## config.mk

```make
export PLATFORM = sky130hd
export DESIGN_NAME = rxcdr_lock_deser
export DESIGN_NICKNAME = d
export VERILOG_FILES = /design/src/rxcdr_pkg.sv /design/src/rxcdr_fifo.sv /design/src/rxcdr_sig_detect.sv /design/src/rxcdr_lock_deser.sv
export VERILOG_INCLUDE_DIRS = /design/src
export SDC_FILE = /design/constraint.sdc
export NUM_CORES = 1
export LEC_CHECK = 0
export ABC_AREA = 1
export BUFFER_PORTS_ARGS = -buffer_cell sky130_fd_sc_hd__buf_2
export CAP_MARGIN = 15
export CORE_MARGIN = 3
export CORE_UTILIZATION = 45
export CTS_BUF_LIST = sky130_fd_sc_hd__clkbuf_16
export DETAILED_ROUTE_END_ITERATION = 12
export SYNTH_ARGS = -nofsm -noshare
export SYNTH_HDL_FRONTEND = slang
export SYNTH_SLANG_ARGS = --single-unit
```

## constraint.sdc

```tcl
create_clock -name clock -period 4.2 [get_ports clock]
set_clock_uncertainty 0.2 [all_clocks]
set_input_delay 0.84 -clock clock [delete_from_list [all_inputs] [get_ports clock]]
set_output_delay 0.84 -clock clock [all_outputs]
set_load 0.005 [all_outputs]
```

## src/rxcdr_map.svh

```systemverilog
// Purpose: Offsets, field positions and counts of the receiver front end.
// Assumes: Included by bare name wherever a value is needed.
// Notes:   Definitions only.
`ifndef RXCDR_MAP_SVH
`define RXCDR_MAP_SVH

// ----------------------------------------
// Widths and depths
// ----------------------------------------
`define RXCDR_WORD_W    10
`define RXCDR_FIFO_D    8
`define RXCDR_PIN_W     5

// ----------------------------------------
// Positions of the synchronised pin fields
// ----------------------------------------
`define RXCDR_PIN_SER   0
`define RXCDR_PIN_PPM   2
`define RXCDR_PIN_LINE  4

// ----------------------------------------
// Counts
// ----------------------------------------
`define RXCDR_BEATS_W10 3'h5
`define RXCDR_BEATS_W8  3'h4
`define RXCDR_SD_ON     3'h6
`define RXCDR_SD_OFF    3'h2
`define RXCDR_SD_MAX    3'h7

`endif

```

## src/rxcdr_pkg.sv

```systemverilog
// Purpose: Types shared by the receiver front end.
// Assumes: Numbers live in rxcdr_map.svh.
// Notes:   Only types and small helpers here.
`include "rxcdr_map.svh"

package rxcdr_pkg;

	// ----------------------------------------
	// Types
	// ----------------------------------------
	typedef enum logic {
		REF_TRACKING_STATE,
		DATA_TRACKING_STATE
	} rxcdr_lock_e;

	typedef logic [`RXCDR_WORD_W-1:0] rxcdr_word_t;

	// Beats of two bits that make one word.
	function automatic logic [2:0] rxcdrBeats(input logic wide);
		rxcdrBeats = wide ? `RXCDR_BEATS_W10 : `RXCDR_BEATS_W8;
	endfunction

endpackage

```

## src/rxcdr_fifo.sv

```systemverilog
// Purpose: Word buffer between the deserializer and the fabric.
// Assumes: D is a power of two.
// Notes:   Flip-flop storage; full and empty come from one count.
`timescale 1ns/1ps
`include "rxcdr_map.svh"

module rxcdr_fifo import rxcdr_pkg::*; #(
	parameter int W = `RXCDR_WORD_W,
	parameter int D = `RXCDR_FIFO_D
) (
	// Clock and reset.
	input  wire logic         clock,
	input  wire logic         rst_n,
	// Filling side.
	input  wire logic         inValid,
	output logic              inReady,
	input  wire logic [W-1:0] inData,
	// Draining side.
	output logic              outValid,
	input  wire logic         outReady,
	output logic [W-1:0]      outData
);
	localparam int PW = $clog2(D);
	localparam logic [PW:0] DEPTH_C = (PW+1)'(D);

	logic [W-1:0]  mem_r [D];
	logic [W-1:0]  mem_nxt [D];
	logic [PW-1:0] wr_r, wr_nxt, rd_r, rd_nxt;
	logic [PW:0]   cnt_r, cnt_nxt;
	logic          push, pop;

	// ----------------------------------------
	// Handshakes
	// ----------------------------------------
	assign inReady  = (cnt_r != DEPTH_C);
	assign outValid = (cnt_r != '0);
	assign outData  = mem_r[rd_r];
	assign push     = inValid && inReady;
	assign pop      = outValid && outReady;

	// Pointers wrap by truncation, which is why D must be a power of two.
	always_comb begin
		mem_nxt = mem_r;
		wr_nxt  = wr_r;
		rd_nxt  = rd_r;
		if (push) begin
			mem_nxt[wr_r] = inData;
			wr_nxt        = PW'(wr_r + 1'b1);
		end
		if (pop) begin
			rd_nxt = PW'(rd_r + 1'b1);
		end
		cnt_nxt = (PW+1)'(cnt_r + {{PW{1'b0}}, push} - {{PW{1'b0}}, pop});
	end

	// Storage is not reset; only the bookkeeping is.
	always_ff @(posedge clock) begin
		mem_r <= mem_nxt;
		if (!rst_n) begin
			wr_r  <= '0;
			rd_r  <= '0;
			cnt_r <= '0;
		end else begin
			wr_r  <= wr_nxt;
			rd_r  <= rd_nxt;
			cnt_r <= cnt_nxt;
		end
	end
endmodule // rxcdr_fifo

```

## src/rxcdr_sig_detect.sv

```systemverilog
// Purpose: Line activity detector with hysteresis.
// Assumes: above is already synchronised to clock.
// Notes:   Short ringing moves the count but rarely both thresholds.
`timescale 1ns/1ps
`include "rxcdr_map.svh"

module rxcdr_sig_detect import rxcdr_pkg::*; (
	// Clock and reset.
	input  wire logic clock,
	input  wire logic rst_n,
	// Comparator level and filtered flag.
	input  wire logic above,
	output logic      detected
);
	logic [2:0] lvlCnt_r, lvlCnt_nxt;
	logic       det_r, det_nxt;

	assign detected = det_r;

	// ----------------------------------------
	// Hysteresis counter
	// ----------------------------------------
	// The flag sets high at one count and clears at a lower one.
	always_comb begin
		lvlCnt_nxt = lvlCnt_r;
		det_nxt    = det_r;
		if (above && lvlCnt_r != `RXCDR_SD_MAX) begin
			lvlCnt_nxt = lvlCnt_r + 3'h1;
		end else if (!above && lvlCnt_r != 3'h0) begin
			lvlCnt_nxt = lvlCnt_r - 3'h1;
		end
		if (lvlCnt_nxt >= `RXCDR_SD_ON) begin
			det_nxt = 1'b1;
		end else if (lvlCnt_nxt <= `RXCDR_SD_OFF) begin
			det_nxt = 1'b0;
		end
	end

	always_ff @(posedge clock) begin
		if (!rst_n) begin
			lvlCnt_r <= 3'h0;
			det_r    <= 1'b0;
		end else begin
			lvlCnt_r <= lvlCnt_nxt;
			det_r    <= det_nxt;
		end
	end
endmodule // rxcdr_sig_detect

```

## src/rxcdr_lock_deser.sv

```systemverilog
// Purpose: Clock recovery lock control and serial to parallel conversion.
// Assumes: Two serial bits per clock, the sample of each edge, bit 0 first.
// Notes:   Word output is buffered; a word meeting a full buffer is lost.
`timescale 1ns/1ps
`include "rxcdr_map.svh"
// Overview of operation
// - Start in reference tracking after reset.
// - Phase detector on only while tracking data.
// - Auto: go data when in tolerance; in PIPE mode also needs line activity.
// - Auto: return reference when tolerance lost.
// - Auto: lock flag follows data tracking.
// - Manual: fabric inputs choose tracking state.
// - Manual: lock flag high in data tracking.
// - Without manual inputs, run automatic mode.
// - Line activity flag uses hysteresis.
// - Without 8b/10b, activity flag held high.
// - Own unit; word strobe feeds receiver logic.
// - Reference from one of two PLLs.
// - Serial to 8 or 10 bits, LSB first.
// - Two bits per clock, both edges.
module rxcdr_lock_deser import rxcdr_pkg::*; (
	// Clock and reset.
	input  wire logic        clock,
	input  wire logic        rst_n,
	// Line side, not timed to clock.
	input  wire logic [1:0]  serBits,
	input  wire logic        lineAbove,
	input  wire logic [1:0]  ppmInTol,
	// Configuration from the fabric.
	input  wire logic        refPllSel,
	input  wire logic        pipeMode,
	input  wire logic        enc8b10b,
	input  wire logic        width10,
	input  wire logic        manualEn,
	input  wire logic        forceRef,
	input  wire logic        forceData,
	input  wire logic        ovfClear,
	// Status.
	output logic             phaseDetEn,
	output logic             trackData,
	output logic             freqLocked,
	output logic             lineActive,
	output logic             overflow,
	// Parallel words.
	output logic             outValid,
	input  wire logic        outReady,
	output rxcdr_word_t      outData
);

	// ----------------------------------------
	// Declarations
	// ----------------------------------------
	logic [`RXCDR_PIN_W-1:0] pinSync1_r, pinSync1_nxt;
	logic [`RXCDR_PIN_W-1:0] pinSync2_r, pinSync2_nxt;
	logic [`RXCDR_PIN_W-1:0] pinSync3_r, pinSync3_nxt;
	logic [`RXCDR_PIN_W-1:0] pinStable_r, pinStable_nxt;
	logic [`RXCDR_PIN_W-1:0] pinDiff;
	logic [1:0]              beat;
	logic                    tolOk;
	logic                    lineRaw;
	logic                    sdFlag;
	logic                    lineAct_r, lineAct_nxt;
	rxcdr_lock_e             lockSt_r, lockSt_nxt;
	logic                    manualRef;
	logic                    manualData;
	logic                    autoUp;
	logic                    autoDown;
	logic [2:0]              beatCnt_r, beatCnt_nxt;
	rxcdr_word_t             shift_r, shift_nxt;
	logic                    pushValid_r, pushValid_nxt;
	rxcdr_word_t             pushData_r, pushData_nxt;
	logic                    pushReady;
	logic                    ovf_r, ovf_nxt;

	// ----------------------------------------
	// Pin synchronisers
	// ----------------------------------------
	// Three stages; a bit moves on only when the second and third agree,
	// so a sample caught mid-transition never reaches the logic.
	always_comb begin
		pinSync1_nxt  = {lineAbove, ppmInTol, serBits};
		pinSync2_nxt  = pinSync1_r;
		pinSync3_nxt  = pinSync2_r;
		pinDiff       = pinSync2_r ^ pinSync3_r;
		pinStable_nxt = (pinSync2_r & ~pinDiff) | (pinStable_r & pinDiff);
	end

	always_ff @(posedge clock) begin
		if (!rst_n) begin
			pinSync1_r  <= '0;
			pinSync2_r  <= '0;
			pinSync3_r  <= '0;
			pinStable_r <= '0;
		end else begin
			pinSync1_r  <= pinSync1_nxt;
			pinSync2_r  <= pinSync2_nxt;
			pinSync3_r  <= pinSync3_nxt;
			pinStable_r <= pinStable_nxt;
		end
	end

	// Field split of the settled pins.
	assign beat    = pinStable_r[`RXCDR_PIN_SER +: 2];
	assign lineRaw = pinStable_r[`RXCDR_PIN_LINE];

	// The tolerance verdict of the chosen neighbour PLL is used.
	assign tolOk = pinStable_r[`RXCDR_PIN_PPM + {31'h0, refPllSel}];

	// ----------------------------------------
	// Line activity
	// ----------------------------------------
	rxcdr_sig_detect u_sig_detect (
		.clock    (clock),
		.rst_n    (rst_n),
		.above    (lineRaw),
		.detected (sdFlag)
	);

	// Detection exists only on the coded path; elsewhere it reads active.
	always_comb begin
		lineAct_nxt = enc8b10b ? sdFlag : 1'b1;
	end

	always_ff @(posedge clock) begin
		if (!rst_n) begin
			lineAct_r <= 1'b0;
		end else begin
			lineAct_r <= lineAct_nxt;
		end
	end

	assign lineActive = lineAct_r;

	// ----------------------------------------
	// Lock controller
	// ----------------------------------------
	// Manual inputs count only when they are enabled at all.
	assign manualRef  = manualEn && forceRef;
	assign manualData = manualEn && forceData && !forceRef;

	// Activity matters only in PIPE mode.
	assign autoUp   = tolOk && (!pipeMode || lineAct_r);
	assign autoDown = !tolOk || (pipeMode && !lineAct_r);

	// Manual levels override the detectors; both low hands control back.
	always_comb begin
		lockSt_nxt = lockSt_r;
		case (lockSt_r)
			REF_TRACKING_STATE: begin
				if (manualData || (!manualRef && autoUp)) begin
					lockSt_nxt = DATA_TRACKING_STATE;
				end
			end
			DATA_TRACKING_STATE: begin
				if (manualRef || (!manualData && autoDown)) begin
					lockSt_nxt = REF_TRACKING_STATE;
				end
			end
			default: begin
				lockSt_nxt = REF_TRACKING_STATE;
			end
		endcase
	end

	always_ff @(posedge clock) begin
		if (!rst_n) begin
			lockSt_r <= REF_TRACKING_STATE;
		end else begin
			lockSt_r <= lockSt_nxt;
		end
	end

	// One lock flag serves both modes, so no mode can disagree with it.
	assign trackData  = (lockSt_r == DATA_TRACKING_STATE);
	assign phaseDetEn = trackData;
	assign freqLocked = trackData;

	// ----------------------------------------
	// Deserializer
	// ----------------------------------------
	// Bits shift in from the top so the first bit ends at bit 0. An 8-bit
	// word sits in the upper eight places and is moved down on output.
	// Outside data tracking the line is ignored and a partial word dropped.
	always_comb begin
		shift_nxt     = shift_r;
		beatCnt_nxt   = 3'h0;
		pushValid_nxt = 1'b0;
		pushData_nxt  = pushData_r;
		if (trackData) begin
			shift_nxt   = {beat[1], beat[0], shift_r[9:2]};
			beatCnt_nxt = beatCnt_r + 3'h1;
			if (beatCnt_nxt == rxcdrBeats(width10)) begin
				beatCnt_nxt   = 3'h0;
				pushValid_nxt = 1'b1;
				if (width10) begin
					pushData_nxt = shift_nxt;
				end else begin
					pushData_nxt = {2'h0, shift_nxt[9:2]};
				end
			end
		end
	end

	always_ff @(posedge clock) begin
		if (!rst_n) begin
			shift_r     <= '0;
			beatCnt_r   <= 3'h0;
			pushValid_r <= 1'b0;
			pushData_r  <= '0;
		end else begin
			shift_r     <= shift_nxt;
			beatCnt_r   <= beatCnt_nxt;
			pushValid_r <= pushValid_nxt;
			pushData_r  <= pushData_nxt;
		end
	end

	// ----------------------------------------
	// Word buffer and overflow
	// ----------------------------------------
	// The line cannot be paused, so a stalled reader shows as overflow.
	rxcdr_fifo #(
		.W (`RXCDR_WORD_W),
		.D (`RXCDR_FIFO_D)
	) u_fifo (
		.clock    (clock),
		.rst_n    (rst_n),
		.inValid  (pushValid_r),
		.inReady  (pushReady),
		.inData   (pushData_r),
		.outValid (outValid),
		.outReady (outReady),
		.outData  (outData)
	);

	// A loss in the clearing cycle keeps the flag set.
	always_comb begin
		ovf_nxt = (pushValid_r && !pushReady) || (ovf_r && !ovfClear);
	end

	always_ff @(posedge clock) begin
		if (!rst_n) begin
			ovf_r <= 1'b0;
		end else begin
			ovf_r <= ovf_nxt;
		end
	end

	assign overflow = ovf_r;
endmodule // rxcdr_lock_deser

```

==> metrics list, run 1 <==
- Most used cells in the layout excluding fill and tap cells: nor2_1 (105), edfxtp_1 (80), o21ai_0 (74)
* Layout cells sized above 1: between 10% and 20%
- For the pin with the worst max-slew slack, the measured transition is around 1.2 ns.
- The number of nets in the synthesized netlist is slightly below 600.
- Number of buffers added on ports: 31
- Total DRC errors in the routed layout: 0
- The worst register-to-register path ends at u_fifo.mem_r[25].
* Number of iterations in the first detailed-routing pass: 4
* Inserted Diodes: 0
* Start point of the critical path: u_fifo.rd_r[0]
* Critical Path End Type: output port
- After detailed placement, the design holds a cell count of between 700 and 800.
* DR WL/cell: approximately 15 microns
- The final max-slew violation count is 0.
* Final Hold Viols: 0
* Worst setup path class: register to output port
- Effective utilization at floorplan: a little under half
* Worst reg2reg startpoint: u_fifo.cnt_r[2]
- Leaving out fill and tap cells, the most frequent cell in the layout is nor2_1.
- The number of antenna violations at the first check in global routing is 0.
* Postcts setup bufs: 0
* Time the worst path needs with I/O delays and setup: around 3.2 ns
* Clk slew on worst S/H paths: around 0.06 ns
* Count of H-tree levels built during CTS: 4
- Cts bufs inserted: 17
* Most used flip-flop cell after synthesis: edfxtp_1
* Max capacitance violation total: 0
- Worst Path Arrival: 2.19 ns
- Routability-driven placement finished with a final weighted congestion of 0.791.
- Via count: ~3800
- In this run the worst path has a maximum fanout of 22.
- CTS tree: yes
- Reg-to-reg setup timing slack: about 1.7 ns
- Final setup violation count: 0
* Gates resized, CTS repair: 0
- Initial DRC Count: ~360
- Post-CTS Hold Buffers: 0
- Largest net degree at the start of global routing: 51
- Hold Worst Slack: about 0.21 ns
- Class of the tightest hold or removal check: register to register
- Number of register bits inferred by synthesis: about 140
- Yosys printed 0 warnings.
- Of all flip-flops after synthesis, the portion carrying an async set or reset was 0%.
- Yosys mapped a number of flops with a built-in enable equal to 80.
- Maximum clock frequency: 310 MHz
- Required time at the endpoint of the critical path: between 3 and 4 ns
- In this run the static leakage power is ~2.5 nW.
- For this run, the register share of the synthesized area comes to between 60 and 70%.
- Averaged over all synthesized cells, the footprint is about 10 sq um.
- The cell area that synthesis handed to floorplanning was ~0.0055 sq mm.
* CTS root buf: clkbuf_16
- Overall power consumption: ~0.0037 W
- Worst Hold Launch: pinSync1_r[3]
- Top-Level Pins: 32
* Vias/cell: 5.05
- R2R depth: 7
* Type of element launching the critical path: register
* Unrepaired setup endpoints after global routing: no
- Global-route total usage across every layer: ~18%
- IR analysis of the VDD net gives a maximum drop of 0.293 mV.
* Routed WL: between 10 and 15 mm
- In this run the power density over the cells is a little under 600 mW/mm^2.
* Relative slew slack: approximately a fifth
- TNS Setup: 0 ns
* Detailed placer's ending HPWL: 6.67 mm
* Layout overhead on the synthesized area: 16.0%
* Utilization of the core after routing: 54.9%
- The clock passes through at most 2 buffers.
- In the finished design, the share of the clock period the worst path needs comes to approximately three quarters.
- Capture point of the critical path: outData[7]
- Sink Count: 139
- The region available for standard cell placement spans ~0.012 sq mm.
- The first global-routing pass estimated around 18 mm of wire.
- Once layout is complete, the cells apart from fillers number between 700 and 800.
* Syn Inst Count: about 560
- Result of the run: finished clean
- Overall die width: around 120 microns
- After synthesis, the netlist uses 28 different library cells.
* Number of global-route vias before repair: about 3700
* Die Y-Extent: between 100 and 150 microns
- Number of rows in the core area: 39
- For this run, the post-layout net count is 619.
* Post-route antenna net violation count: 0
- GR Overflow Total: 0
* Later-pin clock latency in the skew report: just over 0.4 ns
- Die area: about 0.014 sq mm
==> synth_stat cells (10+ instances only) <==
master	count	area, sq um
nor2_1	105	394
edfxtp_1	80	2400
o21ai_0	74	370
nand2_1	67	251
inv_1	64	240
dfxtp_1	59	1180
a21oi_1	24	120
clkbuf_1	14	52.6
ha_1	13	163
o22ai_1	11	68.8
a31oi_1	10	62.6
nand3_1	10	50.1
==> worst max-delay path, stage by stage (launching register included) <==
cell and delay [ns]:
dfxtp_1 0.30, inv_1 0.46, buf_8 0.24, o21ai_0 0.09, o22ai_1 0.17, nor2_1 0.07, a31oi_1 0.26, buf_2 0.17
==> registers in the layout, indices dropped and copies added, names as in the netlist, named ones only <==
| name | count |
|---|---|
| u_fifo.mem_r | 80 |
| pushData_r | 10 |
| shift_r | 8 |
| pinSync1_r | 5 |
| pinSync2_r | 5 |
| pinSync3_r | 5 |
| u_fifo.cnt_r | 4 |
| beatCnt_r | 3 |
| u_fifo.rd_r | 3 |
| u_fifo.wr_r | 3 |
| u_sig_detect.lvlCnt_r | 3 |
| freqLocked | 1 |
| lineActive | 1 |
| overflow | 1 |
| pushValid_r | 1 |
| u_sig_detect.detected | 1 |
==> per-stage QoR <==
step,worst slack [ns],cell area (sq um)
6_report,0.973,6420
5_1_grt,0.774,6420
4_1_cts,0.808,6390
3_5_place_dp,1.26,5790
3_3_place_gp,1.29,5780
2_1_floorplan,1.84,5540
==> layout make-up <==
class	instances	area (sq um)
well taps	143	179
clock inverters	15	179
inverters	65	244
fillers	1057	5290
clock buffers	17	425
multi-input cells	326	1580
flip-flops and latches	139	3580
repair buffers	40	234
==> report_power, final <==
part / total, W / switching (W) / internal [W]
Clock: 0.00151 / 0.000528 / 0.000980
Combinational: 0.000726 / 0.000452 / 0.000273
Sequential: 0.00151 / 0.0000290 / 0.00148
==> worst min path at each step <==
stage	end	slack, ns	depth (start not counted)
final	pinSync2_r[3]	0.21	2
after floorplan	pinSync2_r[0]	0.19	2
after detailed placement	pinSync2_r[3]	0.20	2
after global routing	pinSync2_r[1]	0.23	2
after global placement	pinSync2_r[3]	0.19	2
after CTS	pinSync2_r[3]	0.21	2
==> cell families after synthesis <==
kind of cell               after synthesis  synth area share (%)
AOI/OAI and AO/OA                      122                  11.7
xor gates and xnor gates                 2                 0.316
adders and majority gates               14                  3.30
buffers and inverters                   91                  6.78
DFF                                    139                  64.7
and+or+nand+nor                        188                  13.2
==> per-layer routing <==
metal	vias up	global-route usage (%)	wire length [microns]
li1	1927	-	-
met1	1747	21.6	4950
met2	79	28.2	5270
met3	10	5.81	492
met4	0	8.10	158
met5	-	0	0
(Power assumes the default switching activity.)
==> run 2, diff against run 1 <==
Clock period 4.2 ns to 2.6 ns, I/O delays scaled along.
==> metrics list, run 2 (synthesized netlist as in run 1, its figures left out) <==
- The flow ran to the end, and the final reports show no timing, DRC or antenna violations.
- Number of global-route vias before repair: 3545
- Worst Tran Pin Value: 0.561 ns
- For this design, the slowest cell found on the critical path is dfxtp_2.
* Number of rows in the core area: 39
- CTS root buf: clkbuf_16
- Capture point of the critical path: outData[1]
- The floorplan step defined a core boundary enclosing between 0.01 and 0.015 sq mm.
- In this run the number of H-tree levels came out at 4.
- GR Overflow Total: 0
- Summed over all nets, the half-perimeter wirelength after detailed placement is 6.59 mm.
* Hold Worst Slack: 0.0852 ns
- TritonCTS built the clock tree.
* Later-pin clock latency in the skew report: between 0.4 and 0.5 ns
- For this block, the via count after detailed routing is 3793.
* Power Density: slightly below 1000 mW/mm^2
- Tracing the worst setup path back leads to its startpoint at u_fifo.rd_r[0].
* Clock Power Share: about 40%
- The routed design has ~11 mm of wire.
* Cell type group with the largest total delay on the critical path: flip-flops
- Met1 track utilization from global routing: 21.0%
- The die covers 0.0137 sq mm.
* Type of element launching the critical path: register
* Antenna violations before repair: 0
- Number of iterations in the first detailed-routing pass: 4
- Sum of buffers and inverters on the critical path: 3
- Leading registers by flop count: u_fifo.mem_r (80), pushData_r (10), shift_r (8)
* Max capacitance violation total: 0
* Internal Dissipation: about 0.0046 W
* Reg-to-reg setup timing slack: about 0.36 ns
- Switching part of the total: roughly a quarter
* Endpoint of the worst register-to-register path: u_fifo.cnt_r[2]
* Critical Path End Type: output port
* Post-route antenna net violation count: 0
* Inserted Diodes: 0
- Register with the most flip-flops: u_fifo.mem_r
- Layout overhead on the synthesized area: 18.7%
- Number of filler cells placed in the layout: ~1000
* Placer's final routability congestion estimate: approximately 0.75
- Counting buffers and inverters, the worst setup path is 7 cells deep.
- Global-route total usage across every layer: 16.8%
- Worst reg2reg startpoint: u_fifo.cnt_r[2]
- Total DRC errors in the routed layout: 0
- Based on the critical path, the design can be clocked at up to ~410 MHz.
- Leaving out fill and tap cells, the most frequent cell in the layout is nor2_1.
- Utilization of the core after routing: 56.1%
- Buffers inserted during clock tree synthesis total 17.
* Number of buffers added on ports: 31
* Die Y-Extent: roughly 120 microns
- Maximum fanout along the worst path: 19
- The register with the most flip-flops in the layout has 80 of them.
- Effective utilization at floorplan: 47.3%
- Worst Hold Launch: lineAbove
* Static leakage: approximately 2.7 nW
- In this run, flip-flops and latches consume roughly 39% of the power.
- Cell-by-cell listing of the critical path: inv_4 -> buf_12 -> o21ai_0 -> o22ai_1 -> nor2_1 -> a31oi_1 -> buf_2
- Time the worst path needs with I/O delays and setup: 2.46 ns
- Combinational cells account for 20.8% of the total power.
- In the final routed layout, each cell accounts on average for between 10 and 15 microns.
- Top-Level Pins: 32
- Required time at the endpoint of the critical path: 1.88 ns
- In this run, post-CTS hold repair placed 0 buffers.
- STA puts the critical path data arrival time at 1.74 ns.
- Headroom to the max-slew limit came out at 62.6%.
- Global routing consumed, on the met3 layer, under 10% of the routing resources.
- Final Hold Viols: 0
- Largest net degree at the start of global routing: 42
* Net Switching: around 0.0017 W
- Clk slew on worst S/H paths: roughly 0.060 ns
- The critical path is of the register to output port type.
* Most used cells in the layout excluding fill and tap cells: nor2_1 (105), edfxtp_1 (80), o21ai_0 (74)
- TNS Setup: 0 ns
* Crit share post-route: roughly 95%
* Clock tree buffer depth: 2
* Max-slew violations: 0
- Of the cells placed in the final design, the portion with a size suffix greater than 1 is a little over an eighth.
* Class of the tightest hold or removal check: input port to register
- The layer flagged by global routing as most heavily used is met2.
- Postcts setup bufs: 0
- Initial DRC Count: between 100 and 150
- Final net count: between 600 and 700
* Sink Count: between 100 and 150
- R2R depth: 11
- After detailed routing, the number of vias per cell comes to about 5.0.
- The first global-routing pass estimated approximately 17 mm of wire.
- Setup violations remaining at the end of the flow were counted as 0.
- Met2 Resource Use GR: 27.0%
* Overall die width: 117 microns
- IR analysis of the VDD net gives a maximum drop of 0.476 mV.
* Delay of the slowest cell on the worst path: about 0.43 ns
## run 2: power groups by stage
stage / combinational, W / sequential, W / clock [W]
3_3_place_gp: 0.00122 / 0.00248 / 0
4_1_cts: 0.00126 / 0.00244 / 0.00259
6_report: 0.00131 / 0.00245 / 0.00255
2_1_floorplan: 0.000890 / 0.00248 / 0
3_5_place_dp: 0.00125 / 0.00249 / 0
5_1_grt: 0.00151 / 0.00247 / 0.00269
## run 2: worst min path at each step
stage                     to  cells past startpoint
2_1_floorplan  pinSync2_r[0]                      2
3_3_place_gp   pinSync2_r[2]                      2
3_5_place_dp   pinSync2_r[3]                      2
4_1_cts        pinSync1_r[4]                      3
5_1_grt        pinSync1_r[4]                      3
6_report       pinSync1_r[4]                      3
## run 2: repair_timing
item,in CTS,in global routing
setup endpoints to repair,1,7
cloned,0,2
gates resized for setup,1,8
## run 2: area by class of cell
cell class                      instances  area, sq um  share of cell area (%)
Timing Repair Buffer                   48          350                    5.33
Multi-Input combinational cell        326         1580                    24.0
Clock inverter                         15          206                    3.14
Tap cell                              143          179                    2.72
Clock buffer                           17          425                    6.47
Sequential cell                       139         3580                    54.5
Inverter                               65          246                    3.75
## run 2: worst reg2reg max path, delay by kind of cell, from the launching register on
kind                       cells  cell delay [ns]
adders and majority gates      4             1.00
buffers and inverters          3             0.22
xor gates and xnor gates       1             0.15
and+or+nand+nor                3             0.27
DFF                            1             0.29
## run 2: metrics by stage
stage / setup slack [ns] / cell area [sq um] / total power [W] / std cells
final: 0.138 / 6570 / 0.00632 / 753
after global routing: -0.0133 / 6570 / 0.00667 / 753
after CTS: 0.0524 / 6500 / 0.00629 / 751
after detailed placement: 0.349 / 5870 / 0.00374 / 719
after global placement: 0.376 / 5870 / 0.00371 / 719
after floorplan: 0.450 / 5540 / 0.00337 / 556
## run 2: per-layer routing
layer / routed length, microns / part of all wire, %
met2: 4920 / 46
met4: 151 / 1.4
met3: 547 / 5.1
met1: 5090 / 48
met5: 0 / 0
==> run 3, diff against run 2 <==
Settings changed: HOLD_SLACK_MARGIN from default to 0.15.
==> metrics list, run 3 (synthesized netlist as in run 1, its figures left out) <==
- The first global-routing pass estimated 17.5 mm of wire.
* Worst Path Arrival: 1.72 ns
* Delay of the slowest cell on the worst path: between 0.4 and 0.5 ns
* DR WL/cell: 14.1 microns
- Detailed placer's ending HPWL: around 6.6 mm
* Most used cells in the layout excluding fill and tap cells: nor2_1 (105), edfxtp_1 (80), o21ai_0 (74)
* Max-slew violations: 0
* Sink Count: approximately 140
- The routed design has 10.7 mm of wire.
- Relative slew slack: between 60% and 70%
* Setup Slack @ Placement: roughly 0.35 ns
- Class of the tightest hold or removal check: input port to register
- VDD sags by at most 0.474 mV.
- STA classifies the critical path endpoint as an output port.
- Of all nets on the critical path, the largest fanout is 19.
* Postcts setup bufs: 0
- The worst path in the final design needs a cycle of around 2.4 ns, including I/O delays and setup.
- u_fifo.mem_r holds more flip-flops than any other register.
* Number of buffers added on ports: 31
* Antenna violations before repair: 0
* Cts bufs inserted: 17
* Inserted Diodes: 0
- Global routing used around 17% of the available tracks.
* Worst setup path class: register to output port
- The via count of the first global-routing pass was 3619.
* Sum of buffers and inverters on the critical path: 3
* Vias/cell: 5.00
- Number of flip-flops under the largest register name: 80
* Final Hold Viols: 0
- Commonest non-fill, non-tap cell in the layout: nor2_1
- At the worst endpoint, the required time is ~1.9 ns.
* Result of the run: finished clean
- Largest net degree at the start of global routing: 42
* Worst Tran Pin Value: between 0.5 and 0.6 ns
- Once the floorplan was initialized, standard cells occupied between 40 and 50% of the core.
- Die Y-Extent: about 120 microns
- Pin placement for this block handled 32 I/O pins.
* Crit share post-route: between 90% and 100%
- Max capacitance violation total: 0
- The first detailed-routing pass ran for 4 iterations.
- Cell-by-cell listing of the critical path: inv_4 -> buf_12 -> o21ai_0 -> o22ai_1 -> nor2_1 -> a31oi_1 -> buf_2
* Die area: ~0.014 sq mm
* Initial DRC Count: 203
* Final Worst Setup Slack: about 0.16 ns
- Post-route antenna net violation count: 0
- From left edge to right edge, the die measures about 120 microns.
- Cell type group with the largest total delay on the critical path: flip-flops
- Clk slew on worst S/H paths: 0.06 ns
- TritonCTS built the clock tree.
- The congestion estimate from routability-driven global placement came to 0.748.
- The area growth from synthesis to layout is 20.3%.
* Final net count: 636
- Critical Path Slowest Stage Cell: dfxtp_2
- In the final layout, the registers with the most flip-flops are u_fifo.mem_r (80), pushData_r (10), shift_r (8).
* Power Density: approximately 950 mW/mm^2
- Setup violations remaining at the end of the flow were counted as 0.
- Core Area: around 0.012 sq mm
- GR Overflow Total: 0
* Type of element launching the critical path: register
* Number of rows in the core area: 39
- Across all layers, the routed design uses 3808 vias.
- Maximum clock frequency: around 410 MHz
* Utilization of the core after routing: ~57%
- CTS root buf: clkbuf_16
- Reg-to-reg setup timing slack: approximately 0.36 ns
* Clock tree buffer depth: 2
- Static leakage: 2.70 nW
- The clock tree synthesis step divided the H-tree into 4 levels.
* Layout cells sized above 1: a little over an eighth
- In the routed design, unresolved DRC markers number 0.
- At the later pin of the worst-skew pair, clock insertion delay measures roughly 0.4 ns.
## run 3: cell types whose count changed in the layout (fill, tap and decap cells not counted), sizes merged
cell         delta
dlygate4sd3     +9
## run 3: worst reg2reg max path, delay by kind of cell, from the launching register on
family	cells	cell delay [ns]
and+or+nand+nor	3	0.27
xor gates and xnor gates	1	0.15
DFF	1	0.29
adders and majority gates	4	1.00
buffers and inverters	3	0.22
## run 3: final cells by class
| class | instances | area (sq um) |
|---|---|---|
| Multi-Input combinational cell | 326 | 1580 |
| Tap cell | 143 | 179 |
| Sequential cell | 139 | 3580 |
| Inverter | 65 | 246 |
| Timing Repair Buffer | 57 | 440 |
| Clock buffer | 17 | 425 |
| Clock inverter | 15 | 206 |
| Fill cell | 1006 | 5050 |
## run 3: metrics by stage
step	setup TNS, ns	hold WS (ns)	total power (W)	instance area, sq um	std cells
global route	-0.0133	0.186	0.00668	6660	762
detailed placement	0	0.202	0.00374	5870	719
finish	0	0.167	0.00632	6660	762
global placement	0	0.195	0.00371	5870	719
CTS	0	0.152	0.00630	6590	760
floorplan	0	0.190	0.00337	5540	556
## run 3: timing repair
item	in CTS	in global routing
hold buffers	9	0
hold endpoints to repair	7	0
gates resized for setup	1	8
setup endpoints to repair	1	5
cloned	0	2
## run 3: power breakdown
group	internal (W)	leakage [nW]	switching, W
Clock	0.00168	0.306	0.000862
Combinational	0.000562	1.25	0.000757
Sequential	0.00239	1.15	0.0000590
Total	0.00464	2.70	0.00168
## run 3: worst paths after layout
path                            cells after the start       startpoint         endpoint
worst min register to register                      2    pinSync1_r[3]    pinSync2_r[3]
worst min-delay path                                4         ovfClear         overflow
worst max-delay path                                7   u_fifo.rd_r[0]       outData[1]
worst max register to register                     11  u_fifo.cnt_r[2]  u_fifo.cnt_r[2]
## run 3: metal layers
metal,GRT usage [%],wire length [microns]
met1,20.8,4800
met4,6.42,151
met5,0,0
met2,27.7,5070
met3,5.55,688
